$ cat config.mk
export PLATFORM = sky130hd
export DESIGN_NAME = nvacc_top
export DESIGN_NICKNAME = d
export VERILOG_FILES = /design/src/design/nvacc_pkg.sv /design/src/design/nvacc_top.sv
export SDC_FILE = /design/constraint.sdc
export NUM_CORES = 1
export LEC_CHECK = 0
export ABC_AREA = 1
export BUFFER_PORTS_ARGS = -buffer_cell sky130_fd_sc_hd__buf_2
export CAP_MARGIN = 40
export CORE_MARGIN = 2
export CORE_UTILIZATION = 45
export CTS_CLUSTER_SIZE = 30
export DETAILED_ROUTE_END_ITERATION = 7
export HOLD_SLACK_MARGIN = 0.12
export PLACE_DENSITY_LB_ADDON = 0.3
export SETUP_SLACK_MARGIN = 0.15
export SLEW_MARGIN = 25
export SYNTH_ARGS = -nofsm -noshare
export SYNTH_HDL_FRONTEND = slang
export SYNTH_SLANG_ARGS = --single-unit
export TNS_END_PERCENT = 50
$ cat constraint.sdc
create_clock -name aclk -period 3.25 [get_ports aclk]
set_clock_uncertainty 0.05 [all_clocks]
set_input_delay 0.1625 -clock aclk [delete_from_list [all_inputs] [get_ports aclk]]
set_output_delay 0.1625 -clock aclk [all_outputs]
set_load 0.05 [all_outputs]
$ cat src/design/nvacc_pkg.sv
// package: register map, field positions and timing for the nv storage block
package nvacc_pkg;
    // register word indices (byte address is index * 4)
    localparam logic [7:0] NV_DATA_IDX = 8'h08;
    localparam logic [7:0] NV_ADDR_IDX = 8'h09;
    localparam logic [7:0] NV_CTRL_IDX = 8'h88;
    localparam logic [7:0] NV_UNLOCK_IDX = 8'h89;
    localparam logic [7:0] NV_IRQCTL_IDX = 8'h8b;
    localparam logic [7:0] NV_RESET_IDX = 8'h8c;
    localparam int ADDR_W = 10;
    // storage geometry
    localparam int NV_DEPTH = 64;
    localparam int NV_AW = 6;
    // control register bit positions
    localparam int CTRL_FETCH_BIT = 0;
    localparam int CTRL_PROG_BIT = 1;
    localparam int CTRL_UNLOCK_EN_BIT = 2;
    localparam int CTRL_ABORT_BIT = 3;
    localparam int CTRL_DONE_BIT = 4;
    // interrupt control bit positions
    localparam int IRQ_DONE_EN_BIT = 6;
    localparam int IRQ_GLOBAL_EN_BIT = 7;
    // reset-cause register bit positions (write one to raise)
    localparam int RST_MASTER_CLEAR_PIN_BIT = 0;
    localparam int RST_WDT_BIT = 1;
    // unlock key bytes
    localparam logic [7:0] UNLOCK_KEY1 = 8'h55;
    localparam logic [7:0] UNLOCK_KEY2 = 8'haa;
    // write cycle time
    localparam int WRITE_TIME_US = 4;
    localparam int CLK_MHZ = 125;
    localparam int WRITE_CYCLES = WRITE_TIME_US * CLK_MHZ;
    // erase phase is the first part of the cycle
    localparam int ERASE_CYCLES = WRITE_CYCLES / 2;
    localparam logic [7:0] ERASED_BYTE = 8'hff;
    // axi responses
    localparam logic [1:0] RESP_OKAY = 2'b00;
    localparam logic [1:0] RESP_SLVERR = 2'b10;

    // unlock sequence tracker
    typedef enum logic [1:0] {
        UNLK_IDLE,
        UNLK_GOT1,
        UNLK_ARMED
    } nvacc_unlk_t;

    // write cycle state
    typedef enum logic [1:0] {
        WR_IDLE,
        WR_ERASE,
        WR_PROGRAM
    } nvacc_wr_t;

    // axi-lite slave side outputs
    typedef struct packed {
        logic awready;
        logic wready;
        logic bvalid;
        logic [1:0] bresp;
        logic arready;
        logic rvalid;
        logic [31:0] rdata;
        logic [1:0] rresp;
    } nvacc_axi_out_t;
endpackage : nvacc_pkg

$ cat src/design/nvacc_top.sv
// nonvolatile byte storage access controller with axi4-lite registers
// How it works
// - 64 bytes of storage, addresses 0h to 3Fh via the address register.
// - data register holds the byte; address register the location.
// - a byte write erases the location, then programs the new byte.
// - an internal timer sets the write cycle length.
// - cpu access works regardless of code protection; programmer is blocked.
// - setting fetch_go loads the addressed byte into data next cycle.
// - data register keeps the read byte until next read or sw write.
// - fetch_go self-clears; writing zero to it does nothing.
// - program_go set-only by software, cleared by hardware at the end.
// - write starts only after 55h then AAh to unlock, then program_go.
// - program_go cannot be set while program_unlock_enable is clear.
// - hardware never clears program_unlock_enable.
// - clearing program_unlock_enable mid-write does not affect the write.
// - completion clears program_go and sets a sticky done flag.
// - abort flag sets when master clear or watchdog reset cuts a write.
// - control bits 7 to 5 read as zero.
// - unlock port has no storage; reads return zero.
// - done irq reaches cpu only with its enable and global enable set.
`timescale 1ns/1ns
module nvacc_top
    import nvacc_pkg::*;
#(
    parameter int WRITE_CYCLES_P = WRITE_CYCLES
) (
    // clock and reset
    input wire logic aclk,
    input wire logic aresetn,
    // axi4-lite write address and data
    input wire logic [ADDR_W-1:0] s_axi_awaddr,
    input wire logic s_axi_awvalid,
    output logic s_axi_awready,
    input wire logic [31:0] s_axi_wdata,
    input wire logic [3:0] s_axi_wstrb,
    input wire logic s_axi_wvalid,
    output logic s_axi_wready,
    // axi4-lite write response
    output logic [1:0] s_axi_bresp,
    output logic s_axi_bvalid,
    input wire logic s_axi_bready,
    // axi4-lite read
    input wire logic [ADDR_W-1:0] s_axi_araddr,
    input wire logic s_axi_arvalid,
    output logic s_axi_arready,
    output logic [31:0] s_axi_rdata,
    output logic [1:0] s_axi_rresp,
    output logic s_axi_rvalid,
    input wire logic s_axi_rready,
    // code protection and external programmer port
    input wire logic code_protect,
    input wire logic prog_rd_en,
    input wire logic [NV_AW-1:0] prog_addr,
    output logic [7:0] prog_rdata,
    // status
    output logic write_busy,
    output logic nv_done_irq
);

    ////////////////////////////////////////////////////////////////////
    // storage and state
    logic [7:0] mem [NV_DEPTH];
    logic [7:0] nv_data_reg;
    logic [7:0] nv_addr_reg;
    logic fetch_go_reg;
    logic program_go_reg;
    logic program_unlock_enable_reg;
    logic nv_abort_flag_reg;
    logic nv_done_flag_reg;
    logic nv_done_irq_enable_reg;
    logic global_irq_enable_reg;
    nvacc_unlk_t unlk_reg;
    nvacc_wr_t wr_reg;
    logic [31:0] timer_reg;
    logic [NV_AW-1:0] wr_addr_reg;
    logic [7:0] wr_byte_reg;
    nvacc_axi_out_t axo;
    // registered answer fields, packed into axo by one driver
    logic bvalid_reg;
    logic [1:0] bresp_reg;
    logic rvalid_reg;
    logic [31:0] rdata_reg;
    logic [1:0] rresp_reg;

    ////////////////////////////////////////////////////////////////////
    // axi write channel: take address and data in either order
    logic aw_held_reg;
    logic w_held_reg;
    logic [ADDR_W-1:0] aw_addr_reg;
    logic [31:0] w_data_reg;
    logic [3:0] w_strb_reg;
    logic wr_fire;
    logic [7:0] wr_idx;
    logic wr_ok;
    logic [7:0] wbyte;

    // whole carrier in one assignment so no field has two drivers
    assign axo = '{awready: !aw_held_reg && !bvalid_reg,
        wready: !w_held_reg && !bvalid_reg, bvalid: bvalid_reg,
        bresp: bresp_reg, arready: !rvalid_reg, rvalid: rvalid_reg,
        rdata: rdata_reg, rresp: rresp_reg};
    assign wr_fire = aw_held_reg && w_held_reg && !axo.bvalid;
    assign wr_idx = aw_addr_reg[9:2];
    assign wr_ok = (aw_addr_reg[1:0] == 2'b00);
    // only lane 0 carries register data; other lanes are dropped
    assign wbyte = w_data_reg[7:0];

    always_ff @(posedge aclk) begin
        if (!aresetn) begin
            aw_held_reg <= 1'b0;
            w_held_reg <= 1'b0;
            aw_addr_reg <= '0;
            w_data_reg <= '0;
            w_strb_reg <= '0;
            bvalid_reg <= 1'b0;
            bresp_reg <= RESP_OKAY;
        end else begin
            if (s_axi_awvalid && axo.awready) begin
                aw_held_reg <= 1'b1;
                aw_addr_reg <= s_axi_awaddr;
            end
            if (s_axi_wvalid && axo.wready) begin
                w_held_reg <= 1'b1;
                w_data_reg <= s_axi_wdata;
                w_strb_reg <= s_axi_wstrb;
            end
            if (wr_fire) begin
                aw_held_reg <= 1'b0;
                w_held_reg <= 1'b0;
                bvalid_reg <= 1'b1;
                bresp_reg <= wr_ok && (wr_idx == NV_DATA_IDX
                    || wr_idx == NV_ADDR_IDX || wr_idx == NV_CTRL_IDX
                    || wr_idx == NV_UNLOCK_IDX || wr_idx == NV_IRQCTL_IDX
                    || wr_idx == NV_RESET_IDX) ? RESP_OKAY : RESP_SLVERR;
            end else if (bvalid_reg && s_axi_bready) begin
                bvalid_reg <= 1'b0;
            end
        end
    end

    // decoded one-cycle register write strobes
    logic we_data, we_addr, we_ctrl, we_unlock, we_irq, we_rst;
    logic lane0;
    assign lane0 = wr_fire && wr_ok && w_strb_reg[0];
    assign we_data = lane0 && wr_idx == NV_DATA_IDX;
    assign we_addr = lane0 && wr_idx == NV_ADDR_IDX;
    assign we_ctrl = lane0 && wr_idx == NV_CTRL_IDX;
    assign we_unlock = lane0 && wr_idx == NV_UNLOCK_IDX;
    assign we_irq = lane0 && wr_idx == NV_IRQCTL_IDX;
    assign we_rst = lane0 && wr_idx == NV_RESET_IDX;

    ////////////////////////////////////////////////////////////////////
    // reset-cause events (master clear / watchdog) raised by software
    logic ext_reset;
    assign ext_reset = we_rst
        && (wbyte[RST_MASTER_CLEAR_PIN_BIT] || wbyte[RST_WDT_BIT]);

    ////////////////////////////////////////////////////////////////////
    // unlock sequence tracker; any other write to the port breaks it
    logic prog_start;
    assign prog_start = we_ctrl && wbyte[CTRL_PROG_BIT]
        && !program_go_reg && program_unlock_enable_reg
        && unlk_reg == UNLK_ARMED;

    always_ff @(posedge aclk) begin
        if (!aresetn || ext_reset) begin
            unlk_reg <= UNLK_IDLE;
        end else if (we_unlock) begin
            // unlock port keeps no value, only sequence position
            if (wbyte == UNLOCK_KEY1) begin
                unlk_reg <= UNLK_GOT1;
            end else if (wbyte == UNLOCK_KEY2 && unlk_reg == UNLK_GOT1) begin
                unlk_reg <= UNLK_ARMED;
            end else begin
                unlk_reg <= UNLK_IDLE;
            end
        end else if (we_ctrl && wbyte[CTRL_PROG_BIT]) begin
            unlk_reg <= UNLK_IDLE; // one byte per sequence
        end else if (lane0) begin
            unlk_reg <= UNLK_IDLE; // any other lane 0 register write breaks the order
        end
    end

    ////////////////////////////////////////////////////////////////////
    // control bits
    always_ff @(posedge aclk) begin
        if (!aresetn) begin
            program_unlock_enable_reg <= 1'b0;
            nv_done_flag_reg <= 1'b0;
        end else begin
            if (we_ctrl) begin
                // only software moves the enable
                program_unlock_enable_reg <= wbyte[CTRL_UNLOCK_EN_BIT];
            end
            if (wr_reg == WR_PROGRAM && timer_reg == 32'd0) begin
                nv_done_flag_reg <= 1'b1;
            end else if (we_ctrl) begin
                nv_done_flag_reg <= wbyte[CTRL_DONE_BIT];
            end
        end
    end

    // abort flag survives external resets; set wins over clear
    always_ff @(posedge aclk) begin
        if (!aresetn) begin
            nv_abort_flag_reg <= 1'b0;
        end else if (ext_reset && wr_reg != WR_IDLE) begin
            nv_abort_flag_reg <= 1'b1;
        end else if (we_ctrl) begin
            nv_abort_flag_reg <= wbyte[CTRL_ABORT_BIT];
        end
    end

    // fetch_go: set-only, cleared by hardware after one cycle
    always_ff @(posedge aclk) begin
        if (!aresetn || ext_reset) begin
            fetch_go_reg <= 1'b0;
        end else begin
            fetch_go_reg <= we_ctrl && wbyte[CTRL_FETCH_BIT];
        end
    end

    ////////////////////////////////////////////////////////////////////
    // data and address registers
    always_ff @(posedge aclk) begin
        if (!aresetn) begin
            nv_addr_reg <= '0;
        end else if (we_addr) begin
            nv_addr_reg <= wbyte;
        end
    end

    // read loads data on the very next cycle after the control write
    always_ff @(posedge aclk) begin
        if (!aresetn) begin
            nv_data_reg <= '0;
        end else if (we_ctrl && wbyte[CTRL_FETCH_BIT]) begin
            nv_data_reg <= mem[nv_addr_reg[NV_AW-1:0]];
        end else if (we_data) begin
            nv_data_reg <= wbyte;
        end
    end

    ////////////////////////////////////////////////////////////////////
    // write cycle engine: erase phase then program phase, own timer
    always_ff @(posedge aclk) begin
        if (!aresetn || ext_reset) begin
            wr_reg <= WR_IDLE;
            program_go_reg <= 1'b0;
            timer_reg <= '0;
            wr_addr_reg <= '0;
            wr_byte_reg <= '0;
        end else begin
            case (wr_reg)
                WR_IDLE: begin
                    if (prog_start) begin
                        // latch operands so later changes do not alter it
                        wr_addr_reg <= nv_addr_reg[NV_AW-1:0];
                        wr_byte_reg <= nv_data_reg;
                        program_go_reg <= 1'b1;
                        timer_reg <= 32'(WRITE_CYCLES_P / 2 - 1);
                        wr_reg <= WR_ERASE;
                    end
                end
                WR_ERASE: begin
                    if (timer_reg == 32'd0) begin
                        timer_reg <= 32'(WRITE_CYCLES_P - WRITE_CYCLES_P / 2
                            - 1);
                        wr_reg <= WR_PROGRAM;
                    end else begin
                        timer_reg <= timer_reg - 32'd1;
                    end
                end
                WR_PROGRAM: begin
                    if (timer_reg == 32'd0) begin
                        program_go_reg <= 1'b0;
                        wr_reg <= WR_IDLE;
                    end else begin
                        timer_reg <= timer_reg - 32'd1;
                    end
                end
                default: wr_reg <= WR_IDLE;
            endcase
        end
    end

    // storage array; erase sets all ones, program writes the byte
    always_ff @(posedge aclk) begin
        if (wr_reg == WR_ERASE && timer_reg == 32'd0) begin
            mem[wr_addr_reg] <= ERASED_BYTE;
        end else if (wr_reg == WR_PROGRAM && timer_reg == 32'd0) begin
            mem[wr_addr_reg] <= wr_byte_reg;
        end
    end

    // programmer port; blanked under code protection
    always_ff @(posedge aclk) begin
        if (!aresetn) begin
            prog_rdata <= '0;
        end else if (prog_rd_en) begin
            prog_rdata <= code_protect ? 8'h00 : mem[prog_addr];
        end
    end

    ////////////////////////////////////////////////////////////////////
    // interrupt control register and gated done request
    always_ff @(posedge aclk) begin
        if (!aresetn) begin
            nv_done_irq_enable_reg <= 1'b0;
            global_irq_enable_reg <= 1'b0;
            nv_done_irq <= 1'b0;
        end else begin
            if (we_irq) begin
                nv_done_irq_enable_reg <= wbyte[IRQ_DONE_EN_BIT];
                global_irq_enable_reg <= wbyte[IRQ_GLOBAL_EN_BIT];
            end
            nv_done_irq <= nv_done_flag_reg && nv_done_irq_enable_reg
                && global_irq_enable_reg;
        end
    end

    ////////////////////////////////////////////////////////////////////
    // axi read channel; one answer at a time
    logic [7:0] rd_idx;
    logic [7:0] ctrl_view;
    assign rd_idx = s_axi_araddr[9:2];
    // upper control bits are unimplemented
    assign ctrl_view = {3'b000, nv_done_flag_reg, nv_abort_flag_reg,
        program_unlock_enable_reg, program_go_reg, fetch_go_reg};

    always_ff @(posedge aclk) begin
        if (!aresetn) begin
            rvalid_reg <= 1'b0;
            rdata_reg <= '0;
            rresp_reg <= RESP_OKAY;
        end else if (s_axi_arvalid && axo.arready) begin
            rvalid_reg <= 1'b1;
            rresp_reg <= RESP_OKAY;
            rdata_reg <= '0;
            if (s_axi_araddr[1:0] != 2'b00) begin
                rresp_reg <= RESP_SLVERR;
            end else if (rd_idx == NV_DATA_IDX) begin
                rdata_reg <= {24'h000000, nv_data_reg};
            end else if (rd_idx == NV_ADDR_IDX) begin
                rdata_reg <= {24'h000000, nv_addr_reg};
            end else if (rd_idx == NV_CTRL_IDX) begin
                rdata_reg <= {24'h000000, ctrl_view};
            end else if (rd_idx == NV_UNLOCK_IDX) begin
                rdata_reg <= 32'h00000000;
            end else if (rd_idx == NV_IRQCTL_IDX) begin
                rdata_reg <= {24'h000000, global_irq_enable_reg,
                    nv_done_irq_enable_reg, 6'h00};
            end else if (rd_idx == NV_RESET_IDX) begin
                rdata_reg <= 32'h00000000;
            end else begin
                rresp_reg <= RESP_SLVERR;
            end
        end else if (rvalid_reg && s_axi_rready) begin
            rvalid_reg <= 1'b0;
        end
    end

    ////////////////////////////////////////////////////////////////////
    // port mapping
    assign s_axi_awready = axo.awready;
    assign s_axi_wready = axo.wready;
    assign s_axi_bvalid = axo.bvalid;
    assign s_axi_bresp = axo.bresp;
    assign s_axi_arready = axo.arready;
    assign s_axi_rvalid = axo.rvalid;
    assign s_axi_rdata = axo.rdata;
    assign s_axi_rresp = axo.rresp;
    assign write_busy = program_go_reg;

endmodule : nvacc_top

==> results by group <==
Logic synthesis
  • Distinct cells, synth: 51
  • Fraction of registers with async set/reset: 0%
  • Count of warnings emitted by yosys: 0
  • Main combinational cell family by area after synthesis: simple AND/OR/NAND/NOR gates
  • Sequential area share after synthesis: 56.17%
  • Yosys reg bits: 633
  • Synth Cell Area: 0.03168 mm^2
  • Main area contributors after synthesis: edfxtp_1 49%, nand2_1 15%, nand3_1 11%, dfxtp_1 7.6%, nor2_1 3.4%
  • Largest area contributor in the netlist: edfxtp_1
  • Post-Synth XOR/XNOR Area: 0.1935%
  • Synth Flop Type: edfxtp_1
  • Synthesized instance count: 3741
  • Post-Synth Adder-Cell Area: 0.2370%
  • Compound-Gate Fraction of Synth Area: 7.046%
  • Post-synth EDFFs: 512
  • Syn Area/Cell: 8.469 um^2
  • Mux share of post-synthesis cell area: 0%
  • Synth top area share: 48.53%
  • Synth Area in Simple Gates: 30.97%

CTS
  • CTS Buf Count: 72
  • Clk_lat worst skew: 0.63 ns
  • Clock tree from TritonCTS: done
  • Htree depth: 3
  • CTS clk-pin slew, worst paths: 0.06 ns
  • Clock tree sinks: 633
  • Clock root buffer: clkbuf_16
  • Maximum root-to-sink buffer count: 3

Min path
  • Hold Crit Class: primary input to register
  • Hold path start: s_axi_araddr[4]

Place
  • GP Congestion: 0.9188
  • Port bufs: 68
  • Dpl hpwl: 60280 um

Layout
  • Final Util: 52.38%
  • Most frequent cells in the layout: 1244 x nand2_1, 693 x nand3_1, 512 x edfxtp_1
  • Commonest non-fill, non-tap cell in the layout: nand2_1
  • Share of cells above drive strength 1: 9.592%
  • Antenna fix cells: 0
  • Largest register FFs: 512
  • Area grow syn2layout: 15.58%
  • Final net count: 3938

Detailed routing
  • DRT Wirelength: 101600 um
  • Antenna Nets Post-Route: 0
  • Drt pass-1 iters: 8
  • Wire per inst: 20.91 um
  • Via density: 5.736
  • Detailed-route via count: 27880
  • DR iter-0 viols: 3553
  • Drt drc: 0

Floorplanning
  • Die Y: 269.3 um
  • Initial Util: 45.32%
  • Die ar.: 0.07254 mm^2
  • Core area: 0.06991 mm^2
  • IO Count: 122
  • Die Width: 269.3 um
  • Row count: 97

STA
  • RSZ-0062 raised after global routing: true
  • Setup violators final: 0
  • Fmax: 330.2 MHz
  • Total Neg Setup Slack: 0 ns
  • Final hold violations: 0
  • Crit path time final: 3.028 ns
  • Least-Margin Pin Slew: 0.8806 ns
  • Fin Hold WS: 0.2212 ns
  • Final Max Slew Viols: 0
  • Rel. slew slack: 41.29%
  • Fin crit share: 93.17%

Pwr
  • Sequential share of power: 48.7%
  • Combinational Power Share: 5.5%
  • VDD IR-drop max: 373.0 uV
  • Pwr Density: 487.6 mW/mm^2
  • Clock power frac: 45.8%
  • Sw frac: 23.08%
  • P_int: 13.73 mW
  • Leak Pwr: 14.67 nW
  • Switch Pwr: 4.121 mW

Critical path
  • CP Class: primary input to register
  • R2r startpoint: timer_reg[8]
  • Setup crit start kind: primary input
  • Critical path required time: 3.72 ns
  • Arrival @ worst endpoint: 3.50 ns
  • Crit end category: register
  • Critical Path Fanout Max: 4
  • Worst Setup SP: s_axi_araddr[7]

Global route
  • Global-route wire length before repair: 153400 um
  • Pin count of the biggest net entering global routing: 137
  • Vias in the first global route: 25910
  • GR Overflow Total: 0
  • Initial antenna violation count: 0
  • Total GRT Usage: 27.30%

Status
  • Status: finished clean

Run
  • Number of max-cap violations: 0
## routing by layer
metal	wire length [um]	vias to the layer above	global-route usage (%)	share of wire (%)
li1	-	12940	-	-
met3	10100	255	4.569	9.9
met2	46590	1590	42.70	46
met4	5222	0	14.31	5.1
met1	39700	13090	36.56	39
met5	0	-	0	0
## Yosys cell counts (all sizes together) (2+ instances only)
master     n
buf      136
edfxtp   512
o221ai     8
o211ai    13
nor2     297
ha         6
a31oi      2
nand3    704
nor4       5
and2       2
dfxtp    121
inv      124
a211oi     2
xor2       7
nand2   1257
o21ai    141
a21boi     2
nand4     10
nor3      18
a21oi    187
nor3b      8
o31ai     42
clkinv     4
clkbuf   125
## final timing paths
check / to / cells past startpoint / slack, ns
min reg2reg: s_axi_rdata[4] / 2 / 0.42
max reg2reg: mem[47][5] / 11 / 0.34
min: s_axi_rdata[1] / 8 / 0.22
max: s_axi_rresp[1] / 11 / 0.22
## power groups by stage
stage | logic [mW] | clock network [mW] | registers, mW
floorplan | 0.577 | 0 | 8.88
finish | 0.984 | 8.18 | 8.69
CTS | 0.948 | 8.26 | 8.69
global placement | 0.856 | 0 | 8.86
global route | 1.04 | 8.57 | 8.69
detailed placement | 0.858 | 0 | 8.86
## cell families (layout without fill, tap and decap cells)
| kind of cell | after synthesis | in the layout |
|---|---|---|
| AOI/OAI and AO/OA | 401 | 401 |
| xor gates and xnor gates | 7 | 7 |
| adders and majority gates | 6 | 6 |
| buffers and inverters | 389 | 543 |
| DFF | 633 | 633 |
| other | 1 | 26 |
| and+or+nand+nor | 2304 | 2304 |
## stage by stage
step	instances	setup slack, ns	cell area (um^2)	power (mW)
2_1_floorplan	3766	0.6895	31780	9.457
3_3_place_gp	4642	0.3878	33360	9.714
3_5_place_dp	4642	0.3630	33360	9.717
4_1_cts	4859	0.3369	36590	17.90
5_1_grt	4860	0.1408	36620	18.30
6_report	4860	0.2218	36620	17.86
## layout make-up
| cell class | count | area (um^2) |
|---|---|---|
| fill | 6386 | 33290 |
| sequential | 633 | 17810 |
| multi-input combinational | 2744 | 12300 |
| timing repair buffer | 282 | 2444 |
| clock buffer | 91 | 1996 |
| tap | 940 | 1176 |
| inverter | 128 | 501.7 |
| clock inverter | 42 | 389.1 |
## critical path, stage by stage
cell and delay (ns):
dlygate4sd3_1 0.52, buf_2 0.13, nor2_1 0.21, nand3_1 0.15, dlygate4sd3_1 0.61, nor2_1 0.28, inv_1 0.14, nand4_1 0.12
dlygate4sd3_1 0.56, a21oi_1 0.06, dlygate4sd3_1 0.55
## timing repair
action                     4_1_cts  5_1_grt
setup endpoints to repair        0        8
setup buffers                    0        0
gates resized for setup          0        1
hold buffers                    84        0
hold endpoints to repair        76        0
Note: power is estimated with default switching activity, not from simulation.
